--- src/gpc_consts.svh ---
// Offsets, field positions, reset values and pipeline counts of the pin control block
`ifndef GPC_CONSTS_SVH
`define GPC_CONSTS_SVH

// ****************************************************************
// Register map
// ****************************************************************
`define GPC_ADDR_W          7
`define GPC_DATA_W          16
`define GPC_CTRL_OFFSET     7'h0D

// ****************************************************************
// Field positions of the control register
// ****************************************************************
`define GPC_DIR_BIT         15
`define GPC_PULL_HI         14
`define GPC_PULL_LO         13
`define GPC_MODE_BIT        12
`define GPC_POL_BIT         10
`define GPC_LVL_BIT         5
`define GPC_FN_HI           3
`define GPC_FN_LO           0

// ****************************************************************
// Reset values
// ****************************************************************
`define GPC_DIR_RST         1'h1
`define GPC_PULL_RST        2'h0
`define GPC_MODE_RST        1'h0
`define GPC_POL_RST         1'h0
`define GPC_LVL_RST         1'h0
`define GPC_FN_RST          4'h0

// ****************************************************************
// Timing
// ****************************************************************
`define GPC_SYNC_STAGES     2

`endif

--- src/gpc_pkg.sv ---
// Types shared by the pin control block
package gpc_pkg;

    // ****************************************************************
    // Pin function codes
    // ****************************************************************
    typedef enum logic [3:0] {
        GPC_FN_LOGIC_IN  = 4'h0,
        GPC_FN_EDGE_IN   = 4'h1,
        GPC_FN_CLK_OUT   = 4'h2,
        GPC_FN_IRQ_OUT   = 4'h3,
        GPC_FN_TEMP_OUT  = 4'h7,
        GPC_FN_DMIC_OUT  = 4'h9,
        GPC_FN_LEVEL_OUT = 4'hA,
        GPC_FN_UV_OUT    = 4'hB
    } gpc_fn_t;

    // Pull select encodings
    typedef enum logic [1:0] {
        GPC_PULL_NONE = 2'h0,
        GPC_PULL_DOWN = 2'h1,
        GPC_PULL_UP   = 2'h2,
        GPC_PULL_RSVD = 2'h3
    } gpc_pull_t;

    // ****************************************************************
    // Stored control fields
    // ****************************************************************
    typedef struct packed {
        logic       pinDirection;
        logic [1:0] pinPullSelect;
        logic       pinIrqEdgeMode;
        logic       pinPolarityInvert;
        logic       pinLevel;
        logic [3:0] pinFunctionSelect;
    } gpc_ctrl_t;

    // Internal signals that may be routed to the pin
    typedef struct packed {
        logic clockOutSignal;
        logic irqRequest;
        logic overTempFlag;
        logic digitalMicClock;
        logic regulatorUndervoltageFlag;
    } gpc_srcs_t;

    // Pad controls
    typedef struct packed {
        logic pullUpEn;
        logic pullDownEn;
    } gpc_pad_t;

endpackage

--- src/gpc_pin_sync.sv ---
// Two-stage synchroniser for the pin input with edge detection after it
`timescale 1ns/1ps
`include "gpc_consts.svh"

module gpc_pin_sync (
    input  wire logic ref_clk,
    input  wire logic rstn,
    input  wire logic rawIn,
    output logic      level,
    output logic      rise,
    output logic      fall
);

    // ****************************************************************
    // Synchroniser chain
    // ****************************************************************
    logic meta_q;
    logic meta_d;
    logic sync_q;
    logic sync_d;
    logic prev_q;
    logic prev_d;

    always_comb begin
        meta_d = rawIn;
        sync_d = meta_q;
        prev_d = sync_q;
    end

    always_ff @(posedge ref_clk or negedge rstn) begin
        if (!rstn) begin
            meta_q <= 1'h0;
            sync_q <= 1'h0;
            prev_q <= 1'h0;
        end else begin
            meta_q <= meta_d;
            sync_q <= sync_d;
            prev_q <= prev_d;
        end
    end

    // Edges only look at settled stages, never at the first flop
    assign level = sync_q;
    assign rise  = sync_q & ~prev_q;
    assign fall  = ~sync_q & prev_q;

endmodule // gpc_pin_sync

--- src/gpc_pin_control.sv ---
// Control register and pin logic for general pin one
`timescale 1ns/1ps
`include "gpc_consts.svh"

module gpc_pin_control #(
    parameter int ADDR_W = `GPC_ADDR_W,
    parameter int DATA_W = `GPC_DATA_W
) (
    input  wire logic                 ref_clk,
    input  wire logic                 rstn,
    // Register port from the device control interface
    input  wire logic                 regWrEn,
    input  wire logic                 regRdEn,
    input  wire logic [ADDR_W-1:0]    regAddr,
    input  wire logic [DATA_W-1:0]    regWrData,
    output logic      [DATA_W-1:0]    regRdData,
    output logic                      regRdValid,
    // Internal sources that may be routed to the pin
    input  wire gpc_pkg::gpc_srcs_t   srcs,
    // Pin
    input  wire logic                 pinIn,
    output logic                      pinOut,
    output logic                      pinOe,
    output gpc_pkg::gpc_pad_t         pad,
    // Edge-detection event towards the interrupt status logic
    output logic                      pinEdgeEvent
);

    // ****************************************************************
    // Elaboration checks
    // ****************************************************************
    if (ADDR_W < `GPC_ADDR_W) begin : g_bad_addr
        $error("ADDR_W too narrow for the control register offset");
    end
    if (DATA_W != `GPC_DATA_W) begin : g_bad_data
        $error("DATA_W must match the 16-bit control register");
    end

    // ****************************************************************
    // Helper functions
    // ****************************************************************
    // True for every function code that puts a signal on the pin
    function automatic logic isOutputFn(input logic [3:0] fn);
        case (fn)
            gpc_pkg::GPC_FN_CLK_OUT,
            gpc_pkg::GPC_FN_IRQ_OUT,
            gpc_pkg::GPC_FN_TEMP_OUT,
            gpc_pkg::GPC_FN_DMIC_OUT,
            gpc_pkg::GPC_FN_LEVEL_OUT,
            gpc_pkg::GPC_FN_UV_OUT: isOutputFn = 1'h1;
            default:                isOutputFn = 1'h0;
        endcase
    endfunction

    // Unpacks a write word into the stored fields
    function automatic gpc_pkg::gpc_ctrl_t unpackCtrl(input logic [DATA_W-1:0] w);
        gpc_pkg::gpc_ctrl_t c;
        c.pinDirection      = w[`GPC_DIR_BIT];
        c.pinPullSelect     = w[`GPC_PULL_HI:`GPC_PULL_LO];
        c.pinIrqEdgeMode    = w[`GPC_MODE_BIT];
        c.pinPolarityInvert = w[`GPC_POL_BIT];
        c.pinLevel          = w[`GPC_LVL_BIT];
        c.pinFunctionSelect = w[`GPC_FN_HI:`GPC_FN_LO];
        unpackCtrl = c;
    endfunction

    // ****************************************************************
    // Pin input sampling
    // ****************************************************************
    logic pinLevelSync;
    logic pinRise;
    logic pinFall;

    gpc_pin_sync u_sync (
        .ref_clk (ref_clk),
        .rstn    (rstn),
        .rawIn   (pinIn),
        .level   (pinLevelSync),
        .rise    (pinRise),
        .fall    (pinFall)
    );

    // ****************************************************************
    // Control register
    // ****************************************************************
    gpc_pkg::gpc_ctrl_t ctrl_q;
    gpc_pkg::gpc_ctrl_t ctrl_d;
    logic               ctrlHit;

    assign ctrlHit = (regAddr[`GPC_ADDR_W-1:0] == `GPC_CTRL_OFFSET);

    always_comb begin
        ctrl_d = ctrl_q;
        if (regWrEn && ctrlHit) begin
            ctrl_d = unpackCtrl(regWrData);
        end
    end

    always_ff @(posedge ref_clk or negedge rstn) begin
        if (!rstn) begin
            ctrl_q.pinDirection      <= `GPC_DIR_RST;
            ctrl_q.pinPullSelect     <= `GPC_PULL_RST;
            ctrl_q.pinIrqEdgeMode    <= `GPC_MODE_RST;
            ctrl_q.pinPolarityInvert <= `GPC_POL_RST;
            ctrl_q.pinLevel          <= `GPC_LVL_RST;
            ctrl_q.pinFunctionSelect <= `GPC_FN_RST;
        end else begin
            ctrl_q <= ctrl_d;
        end
    end

    // ****************************************************************
    // Register read path
    // ****************************************************************
    logic [DATA_W-1:0] rdData_q;
    logic [DATA_W-1:0] rdData_d;
    logic              rdValid_q;
    logic              rdValid_d;

    always_comb begin
        rdData_d  = rdData_q;
        rdValid_d = regRdEn;
        if (regRdEn) begin
            // Unmapped addresses and reserved bits read as zero
            rdData_d = '0;
            if (ctrlHit) begin
                rdData_d[`GPC_DIR_BIT]                = ctrl_q.pinDirection;
                rdData_d[`GPC_PULL_HI:`GPC_PULL_LO]   = ctrl_q.pinPullSelect;
                rdData_d[`GPC_MODE_BIT]               = ctrl_q.pinIrqEdgeMode;
                rdData_d[`GPC_POL_BIT]                = ctrl_q.pinPolarityInvert;
                // Reads show the pin, not the written value
                rdData_d[`GPC_LVL_BIT]                =
                    pinLevelSync ^ ctrl_q.pinPolarityInvert;
                rdData_d[`GPC_FN_HI:`GPC_FN_LO]       = ctrl_q.pinFunctionSelect;
            end
        end
    end

    always_ff @(posedge ref_clk or negedge rstn) begin
        if (!rstn) begin
            rdData_q  <= '0;
            rdValid_q <= 1'h0;
        end else begin
            rdData_q  <= rdData_d;
            rdValid_q <= rdValid_d;
        end
    end

    assign regRdData  = rdData_q;
    assign regRdValid = rdValid_q;

    // ****************************************************************
    // Pin drive
    // ****************************************************************
    logic     pinOut_q;
    logic     pinOut_d;
    logic     pinOe_q;
    logic     pinOe_d;
    gpc_pkg::gpc_pad_t pad_q;
    gpc_pkg::gpc_pad_t pad_d;
    logic     srcSel;

    always_comb begin
        case (ctrl_q.pinFunctionSelect)
            gpc_pkg::GPC_FN_LEVEL_OUT: srcSel = ctrl_q.pinLevel;
            gpc_pkg::GPC_FN_CLK_OUT:   srcSel = srcs.clockOutSignal;
            gpc_pkg::GPC_FN_IRQ_OUT:   srcSel = srcs.irqRequest;
            gpc_pkg::GPC_FN_TEMP_OUT:  srcSel = srcs.overTempFlag;
            gpc_pkg::GPC_FN_DMIC_OUT:  srcSel = srcs.digitalMicClock;
            gpc_pkg::GPC_FN_UV_OUT:    srcSel = srcs.regulatorUndervoltageFlag;
            default:                   srcSel = 1'h0;
        endcase
        // Polarity applies to every driven value so inverted flags stay consistent
        pinOut_d = srcSel ^ ctrl_q.pinPolarityInvert;
        // Drive only with an output direction and a real output function
        pinOe_d  = ~ctrl_q.pinDirection
                   & isOutputFn(ctrl_q.pinFunctionSelect);
        pad_d.pullUpEn   = (ctrl_q.pinPullSelect == gpc_pkg::GPC_PULL_UP);
        pad_d.pullDownEn = (ctrl_q.pinPullSelect == gpc_pkg::GPC_PULL_DOWN);
    end

    // The registered drive adds one cycle to routed clocks; they are slow enough
    always_ff @(posedge ref_clk or negedge rstn) begin
        if (!rstn) begin
            pinOut_q <= 1'h0;
            pinOe_q  <= 1'h0;
            pad_q    <= '0;
        end else begin
            pinOut_q <= pinOut_d;
            pinOe_q  <= pinOe_d;
            pad_q    <= pad_d;
        end
    end

    assign pinOut = pinOut_q;
    assign pinOe  = pinOe_q;
    assign pad    = pad_q;

    // ****************************************************************
    // Edge detection
    // ****************************************************************
    logic evt_q;
    logic evt_d;
    logic edgeHit;

    always_comb begin
        // Raw pin edges are used so a polarity change never fakes an edge
        if (ctrl_q.pinIrqEdgeMode) begin
            edgeHit = pinRise | pinFall;
        end else if (ctrl_q.pinPolarityInvert) begin
            edgeHit = pinFall;
        end else begin
            edgeHit = pinRise;
        end
        evt_d = edgeHit
                & (ctrl_q.pinFunctionSelect == gpc_pkg::GPC_FN_EDGE_IN);
    end

    always_ff @(posedge ref_clk or negedge rstn) begin
        if (!rstn) begin
            evt_q <= 1'h0;
        end else begin
            evt_q <= evt_d;
        end
    end

    assign pinEdgeEvent = evt_q;

endmodule // gpc_pin_control

--- config.mk ---
export PLATFORM = sky130hd
export DESIGN_NAME = gpc_pin_control
export DESIGN_NICKNAME = d
export VERILOG_FILES = /design/src/gpc_pkg.sv /design/src/gpc_pin_sync.sv /design/src/gpc_pin_control.sv
export VERILOG_INCLUDE_DIRS = /design/src
export SDC_FILE = /design/constraint.sdc
export NUM_CORES = 1
export LEC_CHECK = 0
export BUFFER_PORTS_ARGS = -buffer_cell sky130_fd_sc_hd__buf_2
export CAP_MARGIN = 10
export CORE_MARGIN = 5
export CORE_UTILIZATION = 27
export CTS_CLUSTER_DIAMETER = 30
export DETAILED_ROUTE_END_ITERATION = 10
export REMOVE_ABC_BUFFERS = 1
export SLEW_MARGIN = 40
export SYNTH_ARGS = -nofsm -noshare
export SYNTH_HDL_FRONTEND = slang
export SYNTH_SLANG_ARGS = --single-unit
--- constraint.sdc ---
create_clock -name ref_clk -period 3.4 [get_ports ref_clk]
set_clock_uncertainty 0.2 [all_clocks]
set_input_delay 0.34 -clock ref_clk [delete_from_list [all_inputs] [get_ports ref_clk]]
set_output_delay 0.34 -clock ref_clk [all_outputs]
set_load 0.005 [all_outputs]
# ---- Word-level counts from Yosys, hierarchy flattened
# Cells that the tools add are included.
dict set report totals {
  reg_bits 29
  input_bits 33
  out_inout_bits 22
  elab_cells 46
}
dict set report op_classes {
  eq_ne 10
  muxes 8
  bitwise 10
  reduce_logical 2
}
# operator n
set op_table {}
lappend op_table {{equality test 4 bit (second input constant)} 3}
lappend op_table {{equality test 4 x 2 -> 1 bit (second input constant)} 2}
lappend op_table {{two-way mux 4 bit} 2}
lappend op_table {{equality test 7 x 4 -> 1 bit (second input constant)} 1}
lappend op_table {{one-hot mux 1 bit (6 select lines)} 1}
lappend op_table {{OR reduction 6 bit} 1}
lappend op_table {{two-way mux 1 bit} 5}
lappend op_table {{bitwise AND 1 bit} 4}
lappend op_table {{equality test 4 x 1 -> 1 bit (second input constant)} 1}
lappend op_table {{equality test 4 x 3 -> 1 bit (second input constant)} 1}
lappend op_table {{inverter 1 bit} 3}
lappend op_table {{equality test 2 x 1 -> 1 bit (second input constant)} 1}
lappend op_table {{equality test 2 bit (second input constant)} 1}
lappend op_table {{XOR 1 bit} 2}
lappend op_table {{logical AND 1 bit} 1}
lappend op_table {{bitwise OR 1 bit} 1}

# ---- Longest topological paths before layout
# Gate-level depths: netlist of the first run.
dict set report logic_depth {
  depth_word 5
  mapped_depth 5
  mapped_depth_nobuf 5
}

# ---- Cells and area by module
# A second synthesis of the first run with hierarchy kept.
dict set report hier_totals {
  hier_cells 108
  hier_area_um2 1288.7
}
# mod instances cells_each area_per_inst_um2 seq_area_each_um2
set modules_own_cells {}
lappend modules_own_cells {gpc_pin_control 1 103 1198.6 651.9}
lappend modules_own_cells {gpc_pin_sync 1 5 90.1 75.1}

# ---- Worst setup path before layout of the first run
# Ideal clock, no wire load.
dict set report synth_path {
  path_type {input port to flip-flop}
  start {input port regAddr[1]}
  end {register ctrl_q[0] (netlist name)}
  setup_ps 125
  arrival_time_ps 1194
  required_ps 3075
  setup_slack_ps 1882
  stages 4
  path_buffers 0
  path_cell_list {nand4b_4 nor4_4 nand2_4 mux2_2}
}
dict set report synth_between {
  elab_chain_len 2
}
# element line
set synth_rtl {}
lappend synth_rtl {{start, declared} gpc_pin_control.sv:14} ;# input wire logic [ADDR_W-1:0] regAddr,
lappend synth_rtl {{equality test 7 x 4 -> 1 bit (no line)} n/a}
lappend synth_rtl {{logical AND 1 bit} gpc_pin_control.sv:94} ;# if (regWrEn && ctrlHit) begin
lappend synth_rtl {{end signal, assigned} gpc_pin_control.sv:108} ;# ctrl_q <= ctrl_d;
lappend synth_rtl {{end, declared} gpc_pin_control.sv:86} ;# gpc_pkg::gpc_ctrl_t ctrl_q;
# No other way between the ends.
# A chain may end at the register's enable or synchronous reset.

# ---- Worst setup path in the final report of the first run
dict set report layout_path {
  start {register ctrl_q[2] (netlist name)}
  end {register evt_q, in the netlist pinEdgeEvent}
}
dict set report layout_between {
  elab_chain_len 2
}
# element line
set layout_rtl {}
lappend layout_rtl {{equality test 4 x 1 -> 1 bit} gpc_pin_control.sv:216} ;# & (ctrl_q.pinFunctionSelect == gpc_pkg::GPC_FN_EDGE_IN);
lappend layout_rtl {{bitwise AND 1 bit} gpc_pin_control.sv:216}
lappend layout_rtl {{named net evt_d} gpc_pin_control.sv:203} ;# logic evt_d;
lappend layout_rtl {{end signal, assigned} gpc_pin_control.sv:223} ;# evt_q <= evt_d;
lappend layout_rtl {{end, declared} gpc_pin_control.sv:202} ;# logic evt_q;
# The timed path passes the listed nets, and every way through them passes these cells.

==> flow_summary.yaml, run 1 <==
global_route:
  use_met3: 0.0351
  grt_max_degree: 30
  grt-ovfl-total: 0
  grt_use_met1: 0.111
  grt_pass1_wl_mm: 4.35
  grt_pass1_vias: 907
  grt_use_met2: 0.146
  grt_usage: 0.0929
  antenna_found_initial: 0
  grt-busiest-layer: "met2"
routing:
  dr_total_vias: 886
  routedWlPerCell_um: 12.4
  drc: 0
  wirelength_mm: 2.60
  drt_first_pass_iters: 4
  ant_nets: 0
  drtIter0Drc: 30
  avgViaCountPerCell: 4.24
cells_and_area:
  multi_input_area_um2: 470
  layout.cells.non_filler: 209
  fill_cells: 488
  antenna_cells: 0
  seq_area_um2: 727
  final_nets: 189
  drive_gt1_frac: 0.400
  final_area_um2: 1630
  syn2layout_area_growth_pct: 26.9
synthesis:
  synthTopCellsByArea: "dfrtp_1 55%, mux2_2 8.8%, buf_4 3.5%"
  ys_seq_elements: 29
  netlist_instances: 108
  synth_area_um2: 1280
  synth_cell_type_count: 30
  yosys_warnings: 0
  ys_seq_area_frac: 0.566
  synth-edff-count: 0
  yosys.area.top_type_share: 0.545
  async_reset_ff_frac: 1.00
  syn_avg_cell_area_um2: 11.9
  yosys.area.top_type: "dfrtp_1"
  ys.flop_type: "dfrtp_1"
sta:
  worst_pin_slew_ns: 0.634
  final-max-slew-violation-count: 0
  setup_ws_ns: 1.89
  slew_headroom: 0.577
  period_needed_ns: 1.51
  min_period_over_period: 0.444
  fmax_mhz: 663
  fin_tns_setup_ns: 0
  rsz0062_at_grt: "no"
  setup_viol: 0
  hold_viol_final: 0
cts:
  post_cts_resized: 0
  cts.sinks: 29
  cts.path.max_buffers: 2
  numCtsBuffers: 5
  hold_buffers: 2
  cts_setup_buffers: 0
  cts_tree: "done"
  ctsHtreeMaxLevel: 2
  clockRootBuffer: "clkbuf_8"
  worstSkewPairLatency_ns: 0.27
  clkTransAtPathRegs_ns: 0.06
setup_path:
  worst_ep_arrival_time_ns: 1.48
  worstRegToRegCells: 2
  r2r_start: "ctrl_q[2]$_DFFE_PN0P_"
  r2r-end: "pinEdgeEvent$_DFF_PN0_"
  crit_type: "flip-flop to flip-flop"
  critPathMaxFanout: 7
  crit_path_end_kind: "flip-flop"
  crit_required_ns: 3.38
  worstSetupStartpointType: "flip-flop"
  r2r_slack_ns: 1.89
flow_run:
  maxCapViolations: 0
place:
  place.gp.congestion: 0.699
  port_buffers: 42
  place_area_um2: 1520
  place_hpwl_mm: 1.94
  dp.cells: 199
  post-place-ws_ns: 1.62
power:
  p_per_area_nw_per_um2: 445
  p_leak_uw: 0.000820
  max-vdd-ir-drop_v: 0.000193
worst_hold_path:
  whs_path_depth: 2
  min_to: "ctrl_q[4]$_DFFE_PN0P_"
  hp-start: "regWrData[5]"
  min_path_type: "input pin to flip-flop"
die:
  die_area_um2: 6240
  pin_count: 55
  die_x_um: 79.0
  start_util: 0.276
  die_h_um: 79.0
  std_cell_rows: 25
  coreArea_um2: 4660
run_status:
  status: "complete, no violations"
[per-stage QoR]
stage               power [uW]  utilization  hold WS, ns
finish                     726        0.350       0.0962
global route               764        0.350       0.0894
CTS                        742        0.350       0.0852
detailed placement         451        0.326        0.135
global placement           449        0.326        0.135
floorplan                  410            -       -0.156
[worst max-delay path, stage by stage, from the launching register on]
cell and delay [ns]:
dfrtp_1 0.45, or4b_1 0.57, a211oi_1 0.20
[where the power goes]
group	switching [uW]	total, uW	internal [uW]	leakage [uW]
combinational	29.8	64.8	34.9	0.000387
sequential	16.0	380	363	0.000387
clock	117	281	165	0.0000455
[per-layer routing]
layer,vias to the layer above,share of wire,wire (um)
met1,405,0.45,1160
met2,28,0.47,1220
met4,0,0.017,45
met5,-,0,0
met3,4,0.068,176
li1,449,-,-
[area by class of cell]
class,count,area share
clock buffers,8,0.0553
multi-input cells,62,0.289
flip-flops and latches,29,0.446
well taps,54,0.0414
repair buffers,44,0.141
inverters,12,0.0276
[worst max path at each step]
stage               slack [ns]                      to  cells after the start             startpoint
floorplan                 1.88   ctrl_q[0]$_DFFE_PN0P_                      4             regAddr[1]
global placement          1.62   ctrl_q[0]$_DFFE_PN0P_                      5             regAddr[1]
detailed placement        1.62   ctrl_q[5]$_DFFE_PN0P_                      5             regAddr[1]
CTS                       1.88  pinEdgeEvent$_DFF_PN0_                      2  ctrl_q[2]$_DFFE_PN0P_
global route              1.82  pinEdgeEvent$_DFF_PN0_                      2  ctrl_q[2]$_DFFE_PN0P_
finish                    1.89  pinEdgeEvent$_DFF_PN0_                      2  ctrl_q[2]$_DFFE_PN0P_
[sequential cells by signal, indices dropped and copies added (netlist names)]
register	cells
regRdValid	1
pinOe	1
pinEdgeEvent	1
pad	2
u_sync.meta_q	1
u_sync.prev_q	1
regRdData	10
ctrl_q	10
u_sync.level	1
pinOut	1
[layout by cell type (no fill, tap or decap)]
master and n:
buf_2 42, dfrtp_1 28, inv_1 12, mux2_2 10, nand2_1 7, o22ai_1 6
conb_1 6, clkbuf_8 6, nand3_1 4, o21ai_0 4, nor2b_1 3, mux2i_1 2
a21oi_1 2, nor2_1 2, a211oi_1 2, ha_1 2, clkbuf_1 2, dlygate4sd3_1 2
nand3b_1 1, o32ai_1 1, nand4bb_1 1, nand4b_1 1, xnor2_1 1, o21a_1 1
or4b_1 1, nand4b_4 1, nor4_4 1, nand2_4 1, or4_1 1, xor2_1 1
dfstp_2 1
[logic make-up (layout without fill, tap and decap cells)]
kind of cell               after synthesis  in the layout  share of synthesized area
and+or+nand+nor                         24             24                      0.135
DFF                                     29             29                      0.566
xor gates and xnor gates                 2              2                     0.0136
other                                    1              6                    0.00292
adders and majority gates                2              2                     0.0195
muxes                                   12             12                      0.103
AOI/OAI and AO/OA                       16             16                     0.0769
buffers and inverters                   22             64                     0.0828
[synthesized netlist by cell type, drive strengths merged, types with 3 or more instances]
cell type  count
nand3          4
clkbuf         3
o22ai          6
nor2b          3
dfrtp         28
inv           12
buf            7
nand2          8
mux2          10
o21ai          4
(Power assumes the default switching activity.)
==> run 2, diff against run 1 <==
- clock period: 3.4 -> 1.5 ns (I/O delays scaled with it)
==> run 2 against run 1 <==
Net effect:
- critical path depth unchanged
- fmax increased by 7.5%
- clock power increased by 120%
- critical endpoint unchanged
- highest routed layer unchanged
==> flow_summary.yaml, run 2 (same netlist as run 1, synthesis figures left out) <==
run_status:
  status: "complete, no violations"
sta:
  fin_tns_setup_ns: 0
  final-max-slew-violation-count: 0
  rsz0062_at_grt: "no"
  hold_viol_final: 0
  period_needed_ns: 1.40
  fmax_mhz: 712
  min_period_over_period: 0.936
  holdWs_ns: 0.122
  setup_viol: 0
die:
  std_cell_rows: 25
  die_area_um2: 6240
  die_h_um: 79.0
  die_x_um: 79.0
  coreArea_um2: 4660
  pin_count: 55
  start_util: 0.276
setup_path:
  critPathMaxFanout: 2
  slowest_stage: "or4b_1"
  worst-path-buf-inv: 0
  r2r_start: "ctrl_q[2]$_DFFE_PN0P_"
  crit_type: "flip-flop to flip-flop"
  crit_required_ns: 1.48
  max_stage_delay_ns: 0.55
  r2r-end: "pinEdgeEvent$_DFF_PN0_"
  startpoint: "ctrl_q[2]$_DFFE_PN0P_"
  worst_ep_arrival_time_ns: 1.38
  worstRegToRegCells: 2
  worstSetupStartpointType: "flip-flop"
  crit_path_end_kind: "flip-flop"
  cp_num_cells: 2
  critical_path.top_delay_family: "simple AND/OR/NAND/NOR gates"
  endpoint: "pinEdgeEvent$_DFF_PN0_"
  r2r_slack_ns: 0.1
  path_cells: "or4b_1 > a211oi_1"
cells_and_area:
  final_nets: 208
  final_common_cell: "buf_2"
  layout_common_cells: "42 x buf_2, 28 x dfrtp_1, 13 x dlygate4sd3_1, 12 x inv_1, 10 x mux2_2"
  antenna_cells: 0
  drive_gt1_frac: 0.405
  syn2layout_area_growth_pct: 40.8
routing:
  ant_nets: 0
  wirelength_mm: 2.72
  drtIter0Drc: 17
  drt_first_pass_iters: 4
  dr_total_vias: 971
  routedWlPerCell_um: 12.0
  drc: 0
  avgViaCountPerCell: 4.28
cts:
  cts_tree: "done"
  cts_setup_buffers: 0
  hold_buffers: 13
  cts.path.max_buffers: 2
  clkTransAtPathRegs_ns: 0.06
  ctsHtreeMaxLevel: 2
  clockRootBuffer: "clkbuf_8"
  cts.sinks: 29
  post_cts_resized: 0
  numCtsBuffers: 5
  worstSkewPairLatency_ns: 0.27
power:
  p_per_area_nw_per_um2: 932
  p_leak_uw: 0.000912
  max-vdd-ir-drop_v: 0.000380
global_route:
  grt_pass1_vias: 898
  grt-ovfl-total: 0
  grt_max_degree: 22
  antenna_found_initial: 0
  grt_usage: 0.0924
  grt_pass1_wl_mm: 4.33
flow_run:
  maxCapViolations: 0
worst_hold_path:
  min_path_type: "input pin to asynchronous set/reset pin"
place:
  place_hpwl_mm: 2.11
  place.gp.congestion: 0.715
  port_buffers: 42
## run 2: cell types whose count changed in the layout (fill, tap and decap cells not counted), sizes merged
cell,before,now
clkbuf,8,7
buf,42,50
dlygate4sd3,2,13
## run 2: metal layers
metal  share of wire  GRT usage
met1            0.44      0.116
met2            0.47      0.141
met3           0.072     0.0317
met4           0.021     0.0464
met5               0          0
## run 2: through the flow
stage | instance area (um2) | instances | worst slack [ns] | util | total power [uW]
floorplan | 1240 | 103 | 0.128 | - | 930
global placement | 1590 | 207 | 0.0520 | 0.342 | 1040
detailed placement | 1590 | 207 | 0.0531 | 0.342 | 1050
CTS | 1810 | 227 | 0.0674 | 0.388 | 1720
global route | 1810 | 227 | 0.0321 | 0.388 | 1770
finish | 1810 | 227 | 0.0964 | 0.388 | 1690
## run 2: worst reg2reg max path, delay by kind of cell, from the launching register on
family / cells / cell delay (ns)
simple gates: 1 / 0.55
flops: 1 / 0.37
compound gates: 1 / 0.19
## run 2: worst min path at each step
| stage | start | to | slack, ns |
|---|---|---|---|
| 6_report | rstn | regRdData[14]$_DFFE_PN0P_ | 0.12 |
| 5_1_grt | rstn | ctrl_q[2]$_DFFE_PN0P_ | 0.15 |
| 4_1_cts | rstn | ctrl_q[2]$_DFFE_PN0P_ | 0.12 |
| 3_5_place_dp | rstn | regRdData[14]$_DFFE_PN0P_ | -0.12 |
| 3_3_place_gp | rstn | regRdData[14]$_DFFE_PN0P_ | -0.13 |
| 2_1_floorplan | rstn | ctrl_q[0]$_DFFE_PN0P_ | -0.35 |
## run 2: final cells by class
type | instances | area (um2)
Clock buffer | 7 | 86.3
Fill cell | 479 | 2850
Inverter | 12 | 45.0
Multi-Input combinational cell | 62 | 470
Sequential cell | 29 | 727
Tap cell | 54 | 67.6
Timing Repair Buffer | 63 | 413
## run 2: where the power goes
group	total (uW)	internal (uW)	switching [uW]
Combinational	206	119	87.0
Clock	630	363	267
Sequential	850	824	26.0
Total	1690	1310	380
==> run 3, diff against run 2 <==
- RECOVER_POWER: not set -> 50
==> run 3 against run 2 <==
Net effect:
- sequential cell count unchanged
- worst setup slack unchanged
- highest routed layer unchanged
- clock-buffer cell count unchanged
- cell count unchanged
- die area unchanged
- clock power about the same
- core utilization about the same
- combinational power about the same
- power barely moved
- sequential power is essentially flat
- largest power group unchanged
==> flow_summary.yaml, run 3 (same netlist as run 1, synthesis figures left out) <==
cells_and_area:
  seq_area_um2: 727
  multi_input_area_um2: 470
  final_nets: 208
  drive_gt1_frac: 0.399
  syn2layout_area_growth_pct: 40.7
  final_area_um2: 1810
  final_common_cell: "buf_2"
  fill_cells: 480
  layout_common_cells: "40 x buf_2, 28 x dfrtp_1, 13 x dlygate4sd3_1, 12 x inv_1, 10 x mux2_2"
  antenna_cells: 0
sta:
  hold_viol_final: 0
  rsz0062_at_grt: "no"
  worst_pin_slew_ns: 0.864
  final-max-slew-violation-count: 0
  fmax_mhz: 712
  fin_tns_setup_ns: 0
  setup_viol: 0
  min_period_over_period: 0.936
  slew_headroom: 0.424
  period_needed_ns: 1.40
cts:
  cts_tree: "done"
  cts.sinks: 29
  clockRootBuffer: "clkbuf_8"
  cts.path.max_buffers: 2
  numCtsBuffers: 5
  worstSkewPairLatency_ns: 0.27
  clkTransAtPathRegs_ns: 0.06
  ctsHtreeMaxLevel: 2
  post_cts_resized: 0
setup_path:
  worst-path-buf-inv: 0
  critical_path.top_delay_family: "simple AND/OR/NAND/NOR gates"
  crit_type: "flip-flop to flip-flop"
  critPathMaxFanout: 2
  crit_path_end_kind: "flip-flop"
  slowest_stage: "or4b_1"
  r2r_slack_ns: 0.1
  max_stage_delay_ns: 0.55
  crit_required_ns: 1.48
  worstSetupStartpointType: "flip-flop"
  worst_ep_arrival_time_ns: 1.38
  path_cells: "or4b_1 > a211oi_1"
die:
  die_area_um2: 6240
  start_util: 0.276
  pin_count: 55
  std_cell_rows: 25
  coreArea_um2: 4660
  die_h_um: 79.0
  die_x_um: 79.0
power:
  power.share.combinational: 0.122
  seq_power_share: 0.504
  power.internal_uw: 1310
  max-vdd-ir-drop_v: 0.000380
  p_total_uw: 1690
  p_per_area_nw_per_um2: 932
  power.switching_uw: 381
  power.share.clock: 0.374
  switching_share: 0.226
  p_leak_uw: 0.000909
routing:
  drt_first_pass_iters: 4
  wirelength_mm: 2.72
  ant_nets: 0
  routedWlPerCell_um: 12.0
  drtIter0Drc: 17
  drc: 0
  avgViaCountPerCell: 4.28
  dr_total_vias: 972
global_route:
  grt_pass1_wl_mm: 4.33
  grt_max_degree: 22
  antenna_found_initial: 0
  grt_usage: 0.0924
  grt-ovfl-total: 0
  grt_pass1_vias: 898
worst_hold_path:
  min_path_type: "input pin to flip-flop"
place:
  place_hpwl_mm: 2.11
  place.gp.congestion: 0.715
  place_area_um2: 1590
  port_buffers: 42
flow_run:
  maxCapViolations: 0
run_status:
  status: "complete, no violations"
==> run 3: stage by stage <==
| step | util | hold slack (ns) | std cells | setup slack (ns) |
|---|---|---|---|---|
| 2_1_floorplan | - | -0.346 | 103 | 0.128 |
| 3_3_place_gp | 0.342 | -0.125 | 207 | 0.0520 |
| 3_5_place_dp | 0.342 | -0.122 | 207 | 0.0531 |
| 4_1_cts | 0.388 | 0.124 | 227 | 0.0674 |
| 5_1_grt | 0.388 | 0.152 | 227 | 0.0321 |
| 6_report | 0.388 | 0.142 | 227 | 0.0964 |
==> run 3: area by class of cell <==
class / count / area share
multi-input combinational: 62 / 0.260
timing repair buffer: 63 / 0.228
sequential: 29 / 0.402
tap: 54 / 0.0374
inverter: 12 / 0.0249
clock buffer: 7 / 0.0478
==> run 3: timing repair <==
action,in CTS,in global routing
hold endpoints to repair,41,0
setup buffers,0,0
hold buffers,13,0
==> run 3: power by group through the flow <==
stage	sequential (uW)	clock (uW)	combinational, uW
floorplan	867	0	62.3
global placement	863	0	182
detailed placement	865	0	184
CTS	851	659	211
global route	857	681	229
finish	850	630	206
==> run 3: layer usage <==
metal | GRT usage | wire (um)
met5 | 0 | 0
met4 | 0.0464 | 57
met3 | 0.0317 | 196
met2 | 0.141 | 1280
met1 | 0.116 | 1190
==> run 3: worst paths after layout <==
path,start,to,cells after the start
worst max register to register,ctrl_q[2]$_DFFE_PN0P_,pinEdgeEvent$_DFF_PN0_,2
worst min-delay path,regWrEn,ctrl_q[6]$_DFFE_PN0P_,3
worst max-delay path,ctrl_q[2]$_DFFE_PN0P_,pinEdgeEvent$_DFF_PN0_,2
worst min register to register,u_sync.meta_q$_DFF_PN0_,u_sync.level$_DFF_PN0_,0
min in group asynchronous,rstn,regRdData[14]$_DFFE_PN0P_,2
max in group asynchronous,rstn,pinOut$_DFF_PN0_,3
==> run 3: worst min-delay path, stage by stage <==
cell and delay, ns:
buf_2 0.11, nand2_4 0.15, mux2_2 0.17
